## config.mk

```make
export PLATFORM = sky130hd
export DESIGN_NAME = wit_watch_timer
export DESIGN_NICKNAME = d
export VERILOG_FILES = /design/src/verilog/_unused_placeholder_removed.v /design/src/verilog/wit_pow2_div.v /design/src/verilog/wit_watch_timer.v
export VERILOG_INCLUDE_DIRS = /design/src /design/src/include
export SDC_FILE = /design/constraint.sdc
export NUM_CORES = 1
export LEC_CHECK = 0
export BUFFER_PORTS_ARGS = -buffer_cell sky130_fd_sc_hd__buf_2
export CAP_MARGIN = 20
export CORE_MARGIN = 5
export CORE_UTILIZATION = 30
export CTS_CLUSTER_SIZE = 28
export DETAILED_ROUTE_END_ITERATION = 8
export PLACE_DENSITY = 0.56
export SLEW_MARGIN = 15
export SYNTH_ARGS = -nofsm -noshare
export SYNTH_HDL_FRONTEND = slang
export SYNTH_HIERARCHICAL = 1
export SYNTH_SLANG_ARGS = --single-unit
```

## constraint.sdc

```tcl
create_clock -name CORE_CLK -period 4.4 [get_ports CORE_CLK]
set_clock_uncertainty 0.1 [all_clocks]
set_input_delay 0.44 -clock CORE_CLK [delete_from_list [all_inputs] [get_ports CORE_CLK]]
set_output_delay 0.44 -clock CORE_CLK [all_outputs]
set_load 0.05 [all_outputs]
```

## src/include/wit_defs.vh

```
// constants for the watch interval timer
`ifndef WIT_DEFS_VH
`define WIT_DEFS_VH

// register indices; byte address is four times the index
`define WIT_IDX_MODE 8'h9D
`define WIT_IDX_PERIOD 8'h9E
`define WIT_IDX_STATUS 8'hA0
`define WIT_IDX_CLEAR 8'hA1
`define WIT_IDX_ENABLE 8'hA2
`define WIT_ADDR_MODE {2'h0, `WIT_IDX_MODE, 2'h0}
`define WIT_ADDR_PERIOD {2'h0, `WIT_IDX_PERIOD, 2'h0}
`define WIT_ADDR_STATUS {2'h0, `WIT_IDX_STATUS, 2'h0}
`define WIT_ADDR_CLEAR {2'h0, `WIT_IDX_CLEAR, 2'h0}
`define WIT_ADDR_ENABLE {2'h0, `WIT_IDX_ENABLE, 2'h0}
`define WIT_ADDR_W 12

// mode register fields
`define WIT_MODE_RUN 7
`define WIT_MODE_FLAG 4
`define WIT_MODE_IVL_HI 3
`define WIT_MODE_IVL_LO 2
`define WIT_MODE_CK_HI 1
`define WIT_MODE_CK_LO 0
`define WIT_MODE_MASK 8'h9F

// period register fields
`define WIT_PER_CLR 7
`define WIT_PER_HI 6

// reset values
`define WIT_RST_MODE 8'h00
`define WIT_RST_PERIOD 7'h7F

// interval select codes
`define WIT_IVL_2K 2'h0
`define WIT_IVL_8K 2'h1
`define WIT_IVL_16K 2'h2
`define WIT_IVL_PER 2'h3

// source select codes
`define WIT_CK_SUB 2'h0
`define WIT_CK_FX256 2'h1
`define WIT_CK_FX128 2'h2
`define WIT_CK_FX64 2'h3

// prescaler and divider tap positions
`define WIT_PRE_W 14
`define WIT_CNT_W 7
`define WIT_FXDIV_W 8
`define WIT_TAP_2K 10
`define WIT_TAP_8K 12
`define WIT_TAP_16K 13
`define WIT_TAP_FX64 5
`define WIT_TAP_FX128 6
`define WIT_TAP_FX256 7

// nominal sub clock frequency in Hz
`define WIT_SUB_HZ 32768

`endif

```

## src/verilog/_unused_placeholder_removed.v

```verilog
// intentionally empty design file note
`timescale 1ns/1ps

```

## src/verilog/wit_pow2_div.v

```verilog
// free binary divider giving one-cycle ticks at every power of two
`timescale 1ns/1ps
module wit_pow2_div #(
  parameter W = 8
) (
  input wire clk,          // core clock
  input wire clr,          // synchronous clear to zero
  input wire en,           // count enable pulse
  output wire [W-1:0] tick // tick[k] pulses every 2^(k+1) enables
);

reg [W-1:0] cnt;

always @(posedge clk) begin
  if (clr) begin
    cnt <= {W{1'b0}};
  end else if (en) begin
    cnt <= cnt + {{(W-1){1'b0}}, 1'b1};
  end
end

////////////////////////////////////////////////////////////////////////////////
genvar k;
generate
  for (k = 0; k < W; k = k + 1) begin : g_tap
    assign tick[k] = en & (&cnt[k:0]) & ~clr;
  end
endgenerate

endmodule

```

## src/verilog/wit_watch_timer.v

```verilog
// watch interval timer with ahb-lite register slave
//
// Decided for this implementation: the AHB-Lite interface to the registers.
`timescale 1ns/1ps
`include "wit_defs.vh"
module wit_watch_timer (
  input wire CORE_CLK,          // core clock, 200 MHz
  input wire SRST,              // synchronous reset, active high
  input wire HSEL,              // ahb slave select
  input wire [31:0] HADDR,      // ahb address
  input wire [1:0] HTRANS,      // ahb transfer type
  input wire HWRITE,            // ahb write
  input wire [2:0] HSIZE,       // ahb size
  input wire HREADY,            // ahb bus ready
  input wire [31:0] HWDATA,     // ahb write data
  output wire [31:0] HRDATA,    // ahb read data
  output wire HREADYOUT,        // ahb slave ready
  output wire HRESP,            // ahb response, always okay
  input wire SUB_CLK,           // sub clock oscillator pin
  input wire STOP_MODE,         // processor stop mode, main clock halted
  input wire INT_ACK,           // acknowledge from interrupt controller
  output wire WATCH_IRQ_REQ,    // request to interrupt controller
  output wire IRQ               // level interrupt, enabled status
);

////////////////////////////////////////////////////////////////////////////////
// bus state

reg wr_pend;
reg [`WIT_ADDR_W-1:0] wr_addr;
reg [31:0] rd_data;
wire addr_phase;
wire [`WIT_ADDR_W-1:0] a_addr;

// control and status
reg watch_run_enable;
reg watch_irq_flag;
reg [1:0] interval_select;
reg [1:0] watch_clk_select;
reg [6:0] period;
reg watch_count_clear;
reg [6:0] upper_cnt;
reg status_evt;
reg enable_evt;
wire [7:0] mode_rst;

// sub clock synchroniser and edge filter
reg sub_s1;
reg sub_s2;
reg sub_s3;
reg sub_lvl;
wire sub_rise;

// clock tick and prescaler
wire [`WIT_FXDIV_W-1:0] fx_tick;
wire [`WIT_PRE_W-1:0] pre_tick;
wire fx_run;
reg wck_tick;
wire cnt_clr;
reg ivl_done;
wire upper_hit;

// register writes decoded in data phase
wire wr_mode;
wire wr_period;
wire wr_clear;
wire wr_enable;

////////////////////////////////////////////////////////////////////////////////
// ahb-lite slave, zero wait states

assign addr_phase = HSEL & HTRANS[1] & HREADY;
assign a_addr = HADDR[`WIT_ADDR_W-1:0];
assign HREADYOUT = 1'b1;
assign HRESP = 1'b0;
assign HRDATA = rd_data;

always @(posedge CORE_CLK) begin
  if (SRST) begin
    wr_pend <= 1'b0;
    wr_addr <= {`WIT_ADDR_W{1'b0}};
  end else begin
    wr_pend <= addr_phase & HWRITE;
    if (addr_phase) begin
      wr_addr <= a_addr;
    end
  end
end

assign wr_mode = wr_pend & (wr_addr == `WIT_ADDR_MODE);
assign wr_period = wr_pend & (wr_addr == `WIT_ADDR_PERIOD);
assign wr_clear = wr_pend & (wr_addr == `WIT_ADDR_CLEAR);
assign wr_enable = wr_pend & (wr_addr == `WIT_ADDR_ENABLE);

// read data captured at the address phase, shown in the data phase
always @(posedge CORE_CLK) begin
  if (SRST) begin
    rd_data <= 32'h00000000;
  end else if (addr_phase & ~HWRITE) begin
    case (a_addr)
      `WIT_ADDR_MODE: begin
        rd_data <= {24'h000000, watch_run_enable, 2'h0, watch_irq_flag,
                    interval_select, watch_clk_select};
      end
      `WIT_ADDR_PERIOD: begin
        rd_data <= {25'h0, upper_cnt};
      end
      `WIT_ADDR_STATUS: begin
        rd_data <= {31'h0, status_evt};
      end
      `WIT_ADDR_ENABLE: begin
        rd_data <= {31'h0, enable_evt};
      end
      default: begin
        rd_data <= 32'h00000000;
      end
    endcase
  end else begin
    rd_data <= 32'h00000000;
  end
end

////////////////////////////////////////////////////////////////////////////////
// mode register

assign mode_rst = `WIT_RST_MODE;

always @(posedge CORE_CLK) begin
  if (SRST) begin
    watch_run_enable <= mode_rst[`WIT_MODE_RUN];
    interval_select <= mode_rst[`WIT_MODE_IVL_HI:`WIT_MODE_IVL_LO];
    watch_clk_select <= mode_rst[`WIT_MODE_CK_HI:`WIT_MODE_CK_LO];
  end else if (wr_mode) begin
    watch_run_enable <= HWDATA[`WIT_MODE_RUN];
    interval_select <= HWDATA[`WIT_MODE_IVL_HI:`WIT_MODE_IVL_LO];
    watch_clk_select <= HWDATA[`WIT_MODE_CK_HI:`WIT_MODE_CK_LO];
  end
end

// flag: interval end sets, zero write or acknowledge clears, set wins
always @(posedge CORE_CLK) begin
  if (SRST) begin
    watch_irq_flag <= 1'b0;
  end else if (ivl_done) begin
    watch_irq_flag <= 1'b1;
  end else if (INT_ACK) begin
    watch_irq_flag <= 1'b0;
  end else if (wr_mode & ~HWDATA[`WIT_MODE_FLAG]) begin
    watch_irq_flag <= 1'b0;
  end
end

assign WATCH_IRQ_REQ = watch_irq_flag;

////////////////////////////////////////////////////////////////////////////////
// period register and self-clearing count clear

always @(posedge CORE_CLK) begin
  if (SRST) begin
    period <= `WIT_RST_PERIOD;
  end else if (wr_period) begin
    period <= HWDATA[`WIT_PER_HI:0];
  end
end

always @(posedge CORE_CLK) begin
  if (SRST) begin
    watch_count_clear <= 1'b0;
  end else if (wr_period & HWDATA[`WIT_PER_CLR]) begin
    watch_count_clear <= 1'b1;
  end else begin
    watch_count_clear <= 1'b0;
  end
end

////////////////////////////////////////////////////////////////////////////////
// sub clock pin: three flops, a change counts when second and third agree

always @(posedge CORE_CLK) begin
  if (SRST) begin
    sub_s1 <= 1'b0;
    sub_s2 <= 1'b0;
    sub_s3 <= 1'b0;
    sub_lvl <= 1'b0;
  end else begin
    sub_s1 <= SUB_CLK;
    sub_s2 <= sub_s1;
    sub_s3 <= sub_s2;
    if (sub_s2 == sub_s3) begin
      sub_lvl <= sub_s3;
    end
  end
end

// one tick per rising edge of the nominal 32.768 kHz crystal
assign sub_rise = sub_s2 & sub_s3 & ~sub_lvl;

////////////////////////////////////////////////////////////////////////////////
// main clock divider, halted in stop mode as the main oscillator is

assign fx_run = ~STOP_MODE;

wit_pow2_div #(
  .W(`WIT_FXDIV_W)
) u_fx_div (
  .clk(CORE_CLK),
  .clr(SRST),
  .en(fx_run),
  .tick(fx_tick)
);

// watch clock select; sub clock path ignores stop mode
always @* begin
  case (watch_clk_select)
    `WIT_CK_SUB: begin
      wck_tick = sub_rise;
    end
    `WIT_CK_FX256: begin
      wck_tick = fx_tick[`WIT_TAP_FX256];
    end
    `WIT_CK_FX128: begin
      wck_tick = fx_tick[`WIT_TAP_FX128];
    end
    `WIT_CK_FX64: begin
      wck_tick = fx_tick[`WIT_TAP_FX64];
    end
    default: begin
      wck_tick = 1'b0;
    end
  endcase
end

////////////////////////////////////////////////////////////////////////////////
// 14-bit prescaler, held at zero while stopped or cleared

assign cnt_clr = SRST | ~watch_run_enable | watch_count_clear;

wit_pow2_div #(
  .W(`WIT_PRE_W)
) u_prescale (
  .clk(CORE_CLK),
  .clr(cnt_clr),
  .en(wck_tick),
  .tick(pre_tick)
);

// 7-bit auto-reload section counts full prescaler wraps up to the period
assign upper_hit = pre_tick[`WIT_TAP_16K] & (upper_cnt == period);

always @(posedge CORE_CLK) begin
  if (cnt_clr) begin
    upper_cnt <= 7'h00;
  end else if (upper_hit) begin
    upper_cnt <= 7'h00;
  end else if (pre_tick[`WIT_TAP_16K]) begin
    upper_cnt <= upper_cnt + 7'h01;
  end
end

// interval end selection
always @* begin
  case (interval_select)
    `WIT_IVL_2K: begin
      ivl_done = pre_tick[`WIT_TAP_2K];
    end
    `WIT_IVL_8K: begin
      ivl_done = pre_tick[`WIT_TAP_8K];
    end
    `WIT_IVL_16K: begin
      ivl_done = pre_tick[`WIT_TAP_16K];
    end
    `WIT_IVL_PER: begin
      ivl_done = upper_hit;
    end
    default: begin
      ivl_done = 1'b0;
    end
  endcase
end

////////////////////////////////////////////////////////////////////////////////
// sticky status, write-one-to-clear, enable gating; set wins over clear

always @(posedge CORE_CLK) begin
  if (SRST) begin
    status_evt <= 1'b0;
  end else if (ivl_done) begin
    status_evt <= 1'b1;
  end else if (wr_clear & HWDATA[0]) begin
    status_evt <= 1'b0;
  end
end

always @(posedge CORE_CLK) begin
  if (SRST) begin
    enable_evt <= 1'b0;
  end else if (wr_enable) begin
    enable_evt <= HWDATA[0];
  end
end

assign IRQ = status_evt & enable_evt;

endmodule

```

======== Word-level counts from Yosys, hierarchy flattened ========
Index checks and enable logic that the tools add are counted.
cells by class
  multiplexer cells ....................... 9
  multiply operators ...................... 0
  equality and inequality tests ........... 16
  magnitude comparators ................... 0
  shifts and indexed selects .............. 0
  reduce and logical (&&, ||, !) cells .... 12
  bitwise operators ....................... 37
  $add $sub $neg .......................... 3
  divide/modulo/power cells ............... 0
operator list
  operator                 number
  $eq A12 B10 Y1 const B   8
  $pmux W8 S4              1
  $and A1 B1 Y1            27
  $add A14 B1 Y14 const B  1
  $reduce_and A14 Y1       1
  $reduce_and A13 Y1       1
  $reduce_and A11 Y1       1
  $add A8 B1 Y8 const B    1
  $eq A2 B2 Y1 const B     4
  $not A1 Y1               8
  $pmux W1 S4              2
  $reduce_and A8 Y1        1
  $add A7 B1 Y7 const B    1
  $eq A7 B7 Y1             1
  $reduce_and A7 Y1        1
  $mux W1                  6
  $reduce_and A6 Y1        1
  $eq A2 B1 Y1 const B     2
  $logic_not A2 Y1         2
  $reduce_or A2 Y1         2
  $reduce_bool A3 Y1       1
  $or A1 B1 Y1             2
  $reduce_bool A2 Y1       1
  $eq A1 B1 Y1             1
word-level totals
  memories ................................ 0
  bits of input ports ..................... 77
  output and inout port bits .............. 36
  ROM bits ................................ 0
  logic and storage cells ................. 95
  latch bits .............................. 0
  bits in registers ....................... 94
  memory bits (writable) .................. 0

======== Depth between registers and ports, before layout ========
Gate-level depths: netlist (run 1).
  depth in word-level cells ............... 9
  depth in mapped cells ................... 16
  gate-level depth less buffers ........... 13

======== Cells and area by module ========
The synthesis (run 1) kept the hierarchy.
by module, submodules not included
  module                      area each (µm²)  cells an instance  times used  sequential area each (µm²)
  wit_watch_timer             2252.2           259                1           960.9
  wit_pow2_div at u_prescale  803.3            97                 1           280.3
  wit_pow2_div at u_fx_div    431.7            46                 1           160.2

======== Worst setup path after synthesis (run 1) ========
Ideal clock, no wire load.
  kind .................................... register -> register
  start ................................... register u_fx_div.cnt[0]
  end ..................................... register watch_irq_flag, in the netlist WATCH_IRQ_REQ
  setup slack ............................. 1132 ps
  stages on the path, launching flop included .. 16
  library setup time ...................... 63 ps
  data required time ...................... 4237 ps
  period minus slack after synthesis ...... 3268 ps
  buffers on the path ..................... 2
  arrival ................................. 3105 ps
  path through ............................ dfxtp_1 ha_1 nand4_1 nor3_1 and3_1 mux2i_1 a21oi_1 buf_4 nor2b_1 nand3_1 nor3_1 clkbuf_1 nor2b_1 a2111oi_0 inv_1 nand3_1
on the way
  longest elaborated chain between the ends .. 9
  elaborated cells on any way between the ends .. 20
  classes of those cells .................. mux: 3; bitwise: 13; reduce/logical: 4
RTL lines
  item                                                            line                   source
  start: declaration                                              wit_pow2_div.v:12      reg [W-1:0] cnt;
  start signal: assignment                                        wit_pow2_div.v:16      cnt <= {W{1'b0}};
  start signal: assignment                                        wit_pow2_div.v:18      cnt <= cnt + {{(W-1){1'b0}}, 1'b1};
  $reduce_and A6 Y1 (*)                                           wit_pow2_div.v:26      assign tick[k] = en & (&cnt[k:0]) & ~clr;
  $and A1 B1 Y1 (*) (2 in a row)                                  wit_pow2_div.v:26
  net fx_tick[5]                                                  wit_watch_timer.v:55   wire [`WIT_FXDIV_W-1:0] fx_tick;
  $pmux W1 S4 (*)                                                 wit_watch_timer.v:214  case (watch_clk_select)
  net wck_tick                                                    wit_watch_timer.v:58   reg wck_tick;
  $and A1 B1 Y1 (*) (2 in a row)                                  wit_pow2_div.v:26
  net pre_tick[13]                                                wit_watch_timer.v:56   wire [`WIT_PRE_W-1:0] pre_tick;
  $and A1 B1 Y1                                                   wit_watch_timer.v:248  assign upper_hit = pre_tick[`WIT_TAP_16K] & (upper_cnt == period);
  $pmux W1 S4 (*)                                                 wit_watch_timer.v:262  case (interval_select)
  $reduce_bool A3 Y1 (no line) / $mux W1 (equally long branches)  --
  end signal: assignment                                          wit_watch_timer.v:143  watch_irq_flag <= 1'b0;
  end signal: assignment                                          wit_watch_timer.v:145  watch_irq_flag <= 1'b1;
  end signal: assignment                                          wit_watch_timer.v:147  watch_irq_flag <= 1'b0;
  end: declaration                                                wit_watch_timer.v:37   reg watch_irq_flag;
Mark *: on every way through the listed nets, which the timed path passes. The rest lies on a longest branch.
A chain may end at the register's enable or synchronous reset.

======== Final worst setup path (run 1) ========
  start ................................... register u_fx_div.cnt[0]
  end ..................................... register status_evt
on the way
  longest elaborated chain between the ends .. 9
  elaborated cells on any way between the ends .. 20
  classes of those cells .................. mux: 3; bitwise: 13; reduce/logical: 4
RTL lines
  item                                                  line                   source
  $reduce_and A6 Y1 (*)                                 wit_pow2_div.v:26
  $and A1 B1 Y1 (*) (2 in a row)                        wit_pow2_div.v:26
  net fx_tick[5]                                        wit_watch_timer.v:55
  $pmux W1 S4 (*)                                       wit_watch_timer.v:214
  net wck_tick                                          wit_watch_timer.v:58
  $and A1 B1 Y1 (*) (2 in a row)                        wit_pow2_div.v:26
  net pre_tick[13]                                      wit_watch_timer.v:56
  $and A1 B1 Y1                                         wit_watch_timer.v:248
  $pmux W1 S4 (*)                                       wit_watch_timer.v:262
  $mux W1 / $reduce_bool A2 Y1 (equally long branches)  --
  end signal: assignment                                wit_watch_timer.v:286  status_evt <= 1'b0;
  end signal: assignment                                wit_watch_timer.v:288  status_evt <= 1'b1;
  end signal: assignment                                wit_watch_timer.v:290  status_evt <= 1'b0;
  end: declaration                                      wit_watch_timer.v:43   reg status_evt;
Marks and branches as above.

==> results.md, run 1 <==
- The count of final hold-check violations is 0.
- The number of design-rule violations left by the first detailed-router iteration is 103.
- The initial antenna violation count is 0.
- The worst hold path passes through 2 cells.
- Summed over all cells, the static leakage comes to approximately 0.0016 µW.
- Setup repair after global routing left no endpoint under its margin.
- The type of the worst setup path is flip-flop to flip-flop.
- The total negative slack is 0 ns.
- From synthesis to final layout, the design area changed by 16.5%.
- The maximum fanout count along the critical path is 8.
- The final critical path time including I/O delays and setup is around 3.5 ns.
- The relative slew slack is 48.0%.
- The tree is rooted in a sky130_fd_sc_hd__clkbuf_16.
- The clock latency on the worst-skew pair is between 0.3 and 0.4 ns.
- The synthesized area is between 3000 and 4000 µm².
- The remaining routing DRC violations is 0.
- The via count of the first global-routing pass is 2606.
- The worst-case hold slack is approximately 0.23 ns.
- The setup violation total in the final timing report is 0.
- The largest net degree at the start of global routing is about 50.
- The initial utilization of the core area, before any placement, comes to around 31%.
- Dividing the final minimum period by the clock period gives around 79%.
- In this run the post-CTS setup repair buffer count came out at 0.
- The vias after detailed routing is about 2700.
- The CTS tree is done.
- The global-route wire length before repair is between 10000 and 15000 µm.
- Wires add up to approximately 7000 µm.
- For this run, the top clock speed supported by timing is ~290 MHz.
- Across the VDD grid, the largest voltage drop is 0.199 mV.
- The sum of net half-perimeters after detailed placement is approximately 5300 µm.
- The multi-input combinational cells in the finished layout cover a total of ~1800 µm².
- Using the TritonRoute via totals, the vias-per-cell ratio works out to 4.70.
- The aggregate global-route resource usage is 11.2%.
- The placed instances occupy a cell area of 3600 µm².
- The number of hold buffers added after CTS was 0.
- In the final routed layout, each cell accounts on average for about 13 µm.
- The actual transition at the worst max-transition pin is between 0.7 and 0.8 ns.
- After clock tree synthesis, the clock-pin slew on the worst setup and hold paths is about 0.05 ns.
- The sink count of the clock tree is 70.
- Synthesis produced a netlist whose cell count is between 300 and 400.
- The capturing element type of the critical path is a flip-flop.
- The count of instances resized after the clock tree is built is 0.
- The worst endpoint data arrival time is 3.64 ns.
- The type of the worst min-delay path is input pin to flip-flop.
- The run finished with clean final reports.
- The congestion estimate from routability-driven global placement came to ~0.8.
- After routing the design area is slightly below 4000 µm².
- The number of nets in the finished design is 507.
- The die extent in x is roughly 120 µm.
- The count of nets left with antenna violations after detail routing is 0.
- The post-synthesis average cell area is between 8 and 9 µm².
- The total core area is between 10000 and 15000 µm².
- The ratio of total power to cell area is between 400 and 500 nW/µm².
- The longest clock path from root to sink contains 2 buffers.
- The top-level port count is between 100 and 150.
- The type of origin of the critical path is a flip-flop.
- The max-slew violation count came to 0.
- The count of buffers added on input and output ports is 38.
- The footprint of the flip-flops and latches is around 1400 µm².
- The die area is 13500 µm².
- The total congestion overflow is 0.
- The fraction of layout instances using a drive strength above 1 is approximately 18%.
- The number of optimization iterations in the first detailed-route pass is 4.
- The number of standard-cell rows in the floorplan is 38.
- The logic depth of the worst register-to-register path is 15.
- The number of max-cap violations is 0.
- Data on the critical path is required at its endpoint by approximately 4.6 ns.
- The vertical die dimension is 116 µm.
- The H-tree was split into 3 levels.
- Yosys printed 6 warnings.
- The repair_antennas step left the layout with diodes totalling 0.
- The number of inserted filler cells in the final layout is roughly 1200.
- The total CTS buffers is 9.
==> final timing paths <==
path / start / endpoint / slack [ns]
hold / removal: SUB_CLK / sub_s1 / 0.23
setup reg to reg: u_fx_div/cnt[0] / status_evt / 0.92
hold reg to reg: sub_s1 / sub_s2 / 0.35
setup / recovery: u_fx_div/cnt[0] / status_evt / 0.92
==> per-layer routing <==
metal	up-vias	GRT usage (%)	share of wire, %
met5	-	0	0
met4	0	5.57	1.4
met3	6	2.44	3.6
met2	42	18.5	50
met1	1249	13.7	45
li1	1362	-	-
==> final cells by class <==
class / instances / area share [%]
tap: 140 / 4.43
multi-input combinational: 291 / 45.0
inverter: 7 / 0.665
timing repair buffer: 42 / 5.57
sequential: 70 / 35.5
clock buffer: 13 / 6.59
clock inverter: 3 / 2.28
==> worst max-delay path, cell delays in order (launching register included) <==
cell and delay [ns]:
sky130_fd_sc_hd__dfxtp_1 0.41, sky130_fd_sc_hd__ha_1 0.23, sky130_fd_sc_hd__nand4_1 0.15, sky130_fd_sc_hd__nor3_1 0.25
sky130_fd_sc_hd__and3_1 0.19, sky130_fd_sc_hd__mux2i_1 0.07, sky130_fd_sc_hd__a21oi_1 0.19, sky130_fd_sc_hd__buf_4 0.20
sky130_fd_sc_hd__nor2b_1 0.14, sky130_fd_sc_hd__nand3_1 0.14, sky130_fd_sc_hd__nor3_1 0.21, sky130_fd_sc_hd__buf_4 0.19
sky130_fd_sc_hd__nor2b_1 0.05, sky130_fd_sc_hd__a2111oi_0 0.67, sky130_fd_sc_hd__a31oi_1 0.10, sky130_fd_sc_hd__nand2_1 0.11
==> cells in the final DEF (no fill, tap or decap), types with 4 or more instances in the layout <==
cell type                   instances
sky130_fd_sc_hd__ha_1               9
sky130_fd_sc_hd__nor2_1            50
sky130_fd_sc_hd__inv_1              7
sky130_fd_sc_hd__nor4_1             4
sky130_fd_sc_hd__o21ai_0            5
sky130_fd_sc_hd__clkbuf_16          9
sky130_fd_sc_hd__dfxtp_1           70
sky130_fd_sc_hd__nand3_1            7
sky130_fd_sc_hd__a21oi_1           28
sky130_fd_sc_hd__buf_4              4
sky130_fd_sc_hd__and3_2             4
sky130_fd_sc_hd__nor2b_1            7
sky130_fd_sc_hd__xnor2_1            7
sky130_fd_sc_hd__and3_1             7
sky130_fd_sc_hd__a22oi_1            5
sky130_fd_sc_hd__or3_1              4
sky130_fd_sc_hd__nor3_1            13
sky130_fd_sc_hd__nand2_1           36
sky130_fd_sc_hd__buf_2             38
sky130_fd_sc_hd__nand4_1           10
sky130_fd_sc_hd__conb_1            26
sky130_fd_sc_hd__mux2i_1           17
sky130_fd_sc_hd__xor2_1            11
sky130_fd_sc_hd__and2_1             4
==> per-stage QoR <==
step,setup WS [ns],cells,utilization [%],power [µW]
final,0.923,566,36.0,1580
after global routing,0.584,566,36.0,1640
after CTS,0.924,566,36.0,1600
after detailed placement,0.770,550,32.8,760
after global placement,0.752,550,32.8,759
after floorplan,1.42,409,-,757
==> report_power, final <==
group | leakage (µW) | internal (µW) | total (µW) | switching, µW
Combinational | 0.000828 | 21.4 | 100 | 78.7
Clock | 0.000170 | 585 | 834 | 250
Sequential | 0.000566 | 641 | 647 | 5.64
==> state kept, by name, summed over array words and instances (netlist names), 2 cells and up <==
signal and cells:
u_fx_div/cnt 8, u_prescale/cnt 14, wr_addr 12, HRDATA 8, upper_cnt 7, period 7, watch_clk_select 2, interval_select 2
Note: power is estimated with default switching activity, not from simulation.
==> inputs of run 2 (changes only) <==
- PLACE_DENSITY: 0.56 -> 0.58
- clock period: 4.4 -> 3.15 ns (I/O delays scaled with it)
==> run 2 against run 1 <==
  * Worst hold slack worse by 0.10 ns
  * Die area stayed put
  * First-iteration DRC count is 37% lower
  * Sequential power is 40% higher
  * Largest power group unchanged
  * Critical endpoint unchanged
  * Sequential share of layout area is 0.16 points lower
==> results.md, run 2 (same netlist as run 1, synthesis figures left out) <==
- Status: finished, final reports clean (unchanged).
- The total core area is 11000 µm² (unchanged).
- The number of standard cells in the layout, taps in and fillers out is 568 (was 566).
- The wire length per cell after detailed routing came to 12.8 µm (was 12.5 µm).
- The number of buffers on the longest clock path is 2 (unchanged).
- The beginning of the worst hold path was SUB_CLK (unchanged).
- The worst endpoint required time is 3.32 ns (was 4.56 ns).
- The worst flop-to-flop path startpoint was u_fx_div/cnt[1] (was u_fx_div/cnt[0]).
- The maximum fanout count along the critical path was 3 (was 8).
- The clock-pin slew on the worst setup and hold paths came to 0.06 ns (was 0.05 ns).
- The internal power consumption is 1620 µW (was 1250 µW).
- The delay of the slowest critical-path stage was 0.39 ns (was 0.67 ns).
- The level count of the clock H-tree came to 3 (unchanged).
- The relative contribution of sequential cells to total power is 42.4% (was 40.9%).
- The die area is 13500 µm² (unchanged).
- The max-slew violation count is 0 (unchanged).
- The number of max-cap violations is 0 (unchanged).
- The worst setup margin is 0.294 ns (was 0.923 ns).
- The number of optimization iterations in the first detailed-route pass is 4 (unchanged).
- The top-level port count was 113 (unchanged).
- The top achievable clock speed is 350 MHz (was 288 MHz).
- The total CTS buffers was 9 (unchanged).
- The relative slew slack is 59.9% (was 48.0%).
- The number of nets in the finished design is 509 (was 507).
- The global-route wire length before repair came to 12000 µm (about the same).
- The fraction of layout instances using a drive strength above 1 was 20.3% (was 17.6%).
- The register with the most flip-flops is u_prescale/cnt (unchanged).
- The switching power as a share of total power is 23.9% (was 21.1%).
- The total length of routed wires came to 7280 µm (was 7090 µm).
- The clock latency on the worst-skew pair is 0.33 ns (was 0.32 ns).
- The aggregate global-route resource usage is 11.2% (about the same).
- The slowest library cell on the worst path was sky130_fd_sc_hd__dfxtp_1 (was sky130_fd_sc_hd__a2111oi_0).
- The minimum setup slack after placement is 0.151 ns (was 0.770 ns).
- The capturing element type of the critical path is a flip-flop (unchanged).
- The sum of net half-perimeters after detailed placement is 5380 µm (was 5260 µm).
- Chain of cells forming the critical path: ha_2, nand4_1, nor3_2, and3_1, mux2i_1, a21oi_2, nor2b_1, nand3_2, nor3_2, nand2b_1, a2111oi_2, buf_4, a31oi_1, nand2_1 (was ha_1, nand4_1, nor3_1, and3_1, mux2i_1, a21oi_1, buf_4, nor2b_1, nand3_1, nor3_1, buf_4, nor2b_1, a2111oi_0, a31oi_1, nand2_1).
- The clock root buffer is sky130_fd_sc_hd__clkbuf_16 (unchanged).
- The total congestion overflow is 0 (unchanged).
- The net switching power figure came to 510 µW (was 334 µW).
- The die extent in x was 116 µm (unchanged).
- The remaining routing DRC violations was 0 (unchanged).
- The most common library cell in the layout ignoring fill and taps is sky130_fd_sc_hd__dfxtp_1 (unchanged).
- The proportion of power drawn by the clock network is 51.0% (was 52.8%).
- The final weighted congestion of routability-driven global placement came to 0.818 (was 0.802).
- Most frequent cells in the layout: sky130_fd_sc_hd__dfxtp_1, sky130_fd_sc_hd__nor2_1, sky130_fd_sc_hd__buf_2 (unchanged).
- The initial antenna violation count is 0 (unchanged).
- The number of flip-flops under the largest register name is 14 (unchanged).
- The final core area utilization is 36.2% (was 36.0%).
- The vertical die dimension is 116 µm (unchanged).
- The count of buffers from port buffering is 38 (unchanged).
- The number of inserted filler cells in the final layout came to 1125 (was 1151).
- Largest registers in the final layout: u_prescale/cnt: 14 flops, wr_addr: 12 flops (unchanged).
- The CTS tree is done (unchanged).
- The number of setup buffers added after CTS came to 0 (unchanged).
- The actual transition at the worst max-transition pin came to 0.597 ns (was 0.760 ns).
- The setup violation total in the final timing report came to 0 (unchanged).
- The combinational share of power is 6.7% (was 6.3%).
- The fraction of the cycle the final worst path needs is 90.7% (was 79.0%).
- The leakage dissipation is 0.00155 µW (was 0.00156 µW).
- The via count of the first global-routing pass came to 2541 (was 2606).
- The sink count of the clock tree was 70 (unchanged).
- The origin of the worst setup path is u_fx_div/cnt[1] (was u_fx_div/cnt[0]).
- The type of origin of the critical path is a flip-flop (unchanged).
- The area growth from synthesis to layout came to 17.1% (was 16.5%).
- The antenna diode instance count was 0 (unchanged).
- The effective utilization at floorplan is 30.9% (unchanged).
- The cell count after placement is 552 (was 550).
- The count of final hold-check violations is 0 (unchanged).
- The number of buffers and inverters on the critical path is 1 (was 2).
- The count of nets left with antenna violations after detail routing is 0 (unchanged).
- The final critical path time including I/O delays and setup was 2.86 ns (was 3.48 ns).
- Among the stages of the critical path, the cell type that occurs most often is sky130_fd_sc_hd__nor3_2.
- The type of the worst min-delay path is input pin to flip-flop (unchanged).
- The number of design-rule violations left by the first detailed-router iteration came to 65 (was 103).
- The category of cells accounting for the largest share of critical-path delay was simple AND/OR/NAND/NOR gates (unchanged).
- The worst endpoint data arrival time is 3.03 ns (was 3.64 ns).
- The total negative slack is 0 ns (unchanged).
- The sum of internal, switching and leakage power is 2130 µW (was 1580 µW).
- The mean number of vias per cell was 4.68 (was 4.70).
- The type of the worst setup path is flip-flop to flip-flop (unchanged).
- The vias after detailed routing is 2658 (was 2659).
- The largest net degree at the start of global routing came to 50 (was 51).
- The ratio of total power to cell area is 537 nW/µm² (was 400 nW/µm²).
- The maximum resistive drop on vdd is 0.272 mV (was 0.199 mV).
- The number of standard-cell rows in the floorplan is 38 (unchanged).
## run 2: timing repair
| action | 4_1_cts | 5_1_grt |
|---|---|---|
| resized for setup | 0 | 9 |
| setup endpoints to repair | 0 | 11 |
| hold endpoints to repair | 0 | 0 |
| hold buffers | 0 | 0 |
## run 2: final cells by class
| type | count | area [µm²] | share of cell area [%] |
|---|---|---|---|
| inverters | 7 | 26.3 | 0.661 |
| clock inverters | 7 | 97.6 | 2.46 |
| repair buffers | 44 | 235 | 5.92 |
| well taps | 140 | 175 | 4.41 |
| clock buffers | 9 | 225 | 5.67 |
| multi-input cells | 291 | 1810 | 45.6 |
| flip-flops and latches | 70 | 1400 | 35.3 |
## run 2: path summary, 6_finish.rpt
path | to | slack [ns] | cells after the start
worst max-delay path | status_evt | 0.29 | 14
worst min register to register | sub_s2 | 0.35 | 1
worst min-delay path | sub_s1 | 0.13 | 2
worst max register to register | status_evt | 0.29 | 14
## run 2: power groups by stage
stage | logic [µW] | clock network [µW] | registers, µW
2_1_floorplan | 136 | 0 | 921
3_3_place_gp | 139 | 0 | 922
3_5_place_dp | 141 | 0 | 923
4_1_cts | 141 | 1110 | 903
5_1_grt | 152 | 1170 | 904
6_report | 142 | 1090 | 903
## run 2: metal layers
layer	routed length, µm	global-route usage [%]
met4	144	4.49
met2	3450	17.5
met5	0	0
met1	3370	14.3
met3	310	3.78
## run 2: worst register-to-register path: cells and delay by family, from the launching register on
family	cells	cell delay [ns]
mux	1	0.08
compound gates	3	0.54
flops	1	0.39
simple gates	8	1.27
fa+ha+maj	1	0.22
buf+inv	1	0.18
## run 2: through the flow
| stage | area (µm²) | hold WS (ns) |
|---|---|---|
| detailed placement | 3620 | 0.338 |
| floorplan | 3480 | 0.314 |
| finish | 3970 | 0.132 |
| global route | 3970 | 0.136 |
| global placement | 3620 | 0.346 |
| CTS | 3940 | 0.128 |
==> inputs of run 3 (changes only) <==
- BUFFER_PORTS_ARGS: -buffer_cell sky130_fd_sc_hd__buf_2 -> -buffer_cell sky130_fd_sc_hd__buf_4
==> run 3 against run 2 <==
  * Cell area rose by 2.9%
  * Power is 4.8% higher
  * Sequential power about the same
  * Non-clock buffer count is the same
  * Maximum frequency rose by 0.65%
  * Critical path type unchanged
  * Sequential share of layout area fell by 0.98 points
  * Critical path depth unchanged
  * Worst setup slack better by 0.018 ns
  * Final cell count unchanged
==> results.md, run 3 (same netlist as run 1, synthesis figures left out) <==
- The CTS tree is done (unchanged).
- The effective utilization at floorplan is 30.9% (unchanged).
- The final core area utilization is 37.2% (was 36.2%).
- The fraction of the cycle the final worst path needs is 90.1% (was 90.7%).
- The clock root buffer is sky130_fd_sc_hd__clkbuf_16 (unchanged).
- The fraction of layout instances using a drive strength above 1 came to 19.4% (was 20.3%).
- The count of final hold-check violations is 0 (unchanged).
- The minimum setup slack after placement is 0.116 ns (was 0.151 ns).
- The slowest library cell on the worst path was sky130_fd_sc_hd__dfxtp_1 (unchanged).
- The worst endpoint required time is 3.32 ns (about the same).
- The max-slew violation count came to 0 (unchanged).
- The count of buffers from port buffering was 38 (unchanged).
- The via count of the first global-routing pass came to 2596 (was 2541).
- The number of buffers on the longest clock path came to 2 (unchanged).
- The wire length per cell after detailed routing is 12.8 µm (about the same).
- The largest net degree at the start of global routing is 49 (was 50).
- The sum of internal, switching and leakage power is 2230 µW (was 2130 µW).
- The clock latency on the worst-skew pair is 0.33 ns (about the same).
- The global-route wire length before repair was 12100 µm (was 12000 µm).
- The die area is 13500 µm² (unchanged).
- The destination of the worst hold path is u_fx_div/cnt[6] (was sub_s1).
- The actual transition at the worst max-transition pin is 0.587 ns (was 0.597 ns).
- The initial antenna violation count is 0 (unchanged).
- The type of the worst setup path is flip-flop to flip-flop (unchanged).
- The register with the most flip-flops is u_prescale/cnt (unchanged).
- The beginning of the worst hold path is SRST (was SUB_CLK).
- The type of origin of the critical path was a flip-flop (unchanged).
- The remaining routing DRC violations was 0 (unchanged).
- The number of max-cap violations came to 0 (unchanged).
- The delay of the slowest critical-path stage came to 0.40 ns (was 0.39 ns).
- Largest registers in the final layout: u_prescale/cnt: 14 flops, wr_addr: 12 flops (unchanged).
- The vertical die dimension is 116 µm (unchanged).
- Setup repair after global routing left no endpoint under its margin.
- The sink count of the clock tree was 70 (unchanged).
- The logic depth of the worst register-to-register path is 14 (unchanged).
- The setup slack of the most critical reg-to-reg path came to 0.31 ns (was 0.29 ns).
- The capturing element type of the critical path is a flip-flop (unchanged).
- The total congestion overflow is 0 (unchanged).
- The clock-pin slew on the worst setup and hold paths is 0.06 ns (about the same).
- The maximum fanout count along the critical path is 3 (unchanged).
- The leakage dissipation is 0.00160 µW (was 0.00155 µW).
- The top-level port count came to 113 (unchanged).
- The worst flop-to-flop path startpoint is u_fx_div/cnt[1] (unchanged).
- The total length of routed wires is 7240 µm (was 7280 µm).
- The number of flip-flops under the largest register name is 14 (unchanged).
- The mean number of vias per cell was 4.66 (was 4.68).
- The ratio of total power to cell area is 547 nW/µm² (was 537 nW/µm²).
- The most common library cell in the layout ignoring fill and taps is sky130_fd_sc_hd__dfxtp_1 (unchanged).
- Status: finished, final reports clean (unchanged).
- The final weighted congestion of routability-driven global placement came to 0.819 (was 0.818).
- The number of optimization iterations in the first detailed-route pass is 4 (unchanged).
- The antenna diode instance count came to 0 (unchanged).
- The number of standard-cell rows in the floorplan is 38 (unchanged).
- The worst setup margin is 0.312 ns (was 0.294 ns).
- The final critical path time including I/O delays and setup is 2.84 ns (was 2.86 ns).
- The total core area came to 11000 µm² (unchanged).
- The total CTS buffers was 9 (unchanged).
- The number of nets in the finished design is 509 (unchanged).
- The number of inserted filler cells in the final layout is 1109 (was 1125).
- The count of nets left with antenna violations after detail routing is 0 (unchanged).
- The die extent in x is 116 µm (unchanged).
- The worst endpoint data arrival time is 3.00 ns (was 3.03 ns).
- The number of design-rule violations left by the first detailed-router iteration is 71 (was 65).
- The most frequent cell on the critical path is sky130_fd_sc_hd__nand3_1 (was sky130_fd_sc_hd__nor3_2).
- The relative slew slack is 60.6% (was 59.9%).
- The aggregate global-route resource usage came to 11.2% (about the same).
- Most frequent cells in the layout: sky130_fd_sc_hd__dfxtp_1, sky130_fd_sc_hd__nor2_1, sky130_fd_sc_hd__buf_4 (was sky130_fd_sc_hd__dfxtp_1, sky130_fd_sc_hd__nor2_1, sky130_fd_sc_hd__buf_2).
- The setup violation total in the final timing report is 0 (unchanged).
- The number of buffers inserted for hold repair after clock tree synthesis was 0 (unchanged).
- The endpoint of the worst-slack reg-to-reg timing path is WATCH_IRQ_REQ (was status_evt).
- The sum of net half-perimeters after detailed placement is 5350 µm (was 5380 µm).
- The vias after detailed routing is 2648 (was 2658).
- The total negative slack was 0 ns (unchanged).
- The top achievable clock speed was 352 MHz (was 350 MHz).
- The area growth from synthesis to layout is 20.5% (was 17.1%).
- The maximum resistive drop on vdd is 0.218 mV (was 0.272 mV).
- The hold path depth was 2 (unchanged).
- Chain of cells forming the critical path: ha_1, nand4_1, nor3_2, and3_1, mux2i_1, a21oi_1, nor2b_1, nand3_1, nor3_1, nand2b_1, a2111oi_2, buf_4, inv_1, nand3_1 (was ha_2, nand4_1, nor3_2, and3_1, mux2i_1, a21oi_2, nor2b_1, nand3_2, nor3_2, nand2b_1, a2111oi_2, buf_4, a31oi_1, nand2_1).
- The level count of the clock H-tree is 3 (unchanged).
- The type of the worst min-delay path is input pin to flip-flop (unchanged).
==> run 3: changes by cell type in the layout (fill, tap and decap cells not counted), sizes merged <==
| cell | delta |
|---|---|
| bufinv | +1 |
| clkbuf | +2 |
| clkinv | -2 |
| inv | -1 |
==> run 3: metrics by stage <==
stage,area (µm²),hold WS [ns],instances
final,4090,0.118,568
after detailed placement,3710,0.336,552
after global placement,3710,0.344,552
after floorplan,3480,0.314,409
after global routing,4090,0.113,568
after CTS,4070,0.0995,568
==> run 3: worst max-delay path: cells and delay by family, from the launching register on <==
kind	cells	cell delay, ns
simple gates	8	1.20
compound gates	2	0.57
flops	1	0.40
fa+ha+maj	1	0.22
buf+inv	2	0.22
mux	1	0.06
==> run 3: how the worst max path moves through the flow <==
stage | startpoint | end | slack (ns) | cells past startpoint
2_1_floorplan | u_fx_div/cnt[0] | WATCH_IRQ_REQ | 0.19 | 15
3_3_place_gp | u_fx_div/cnt[0] | status_evt | 0.17 | 14
3_5_place_dp | u_fx_div/cnt[0] | status_evt | 0.12 | 14
4_1_cts | u_fx_div/cnt[0] | WATCH_IRQ_REQ | 0.03 | 14
5_1_grt | u_fx_div/cnt[1] | status_evt | 0.004 | 14
6_report | u_fx_div/cnt[1] | WATCH_IRQ_REQ | 0.31 | 14
==> run 3: power breakdown <==
group / internal [µW] / leakage (µW) / switching (µW) / total [µW]
Combinational: 40.6 / 0.000862 / 111 / 152
Sequential: 896 / 0.000566 / 7.90 / 904
Clock: 816 / 0.000168 / 363 / 1180
Total: 1750 / 0.00160 / 482 / 2230
==> run 3: cell type report <==
cell class	instances	area, µm²	share of cell area (%)
inverter	7	26.3	0.643
tap	140	175	4.29
sequential	70	1400	34.3
clock buffer	11	253	6.18
multi-input combinational	291	1790	43.9
clock inverter	5	105	2.57
timing repair buffer	44	330	8.08
==> run 3: metal layers <==
metal / GRT usage, % / vias to the layer above / routed length [µm]
li1: - / 1359 / -
met1: 14.2 / 1240 / 3410
met2: 18.3 / 41 / 3480
met3: 2.75 / 8 / 276
met4: 4.18 / 0 / 76
met5: 0 / - / 0
==> run 3: repair_timing <==
item	4_1_cts	5_1_grt
gates resized for setup	0	5
setup buffers	0	0
setup endpoints to repair	0	9
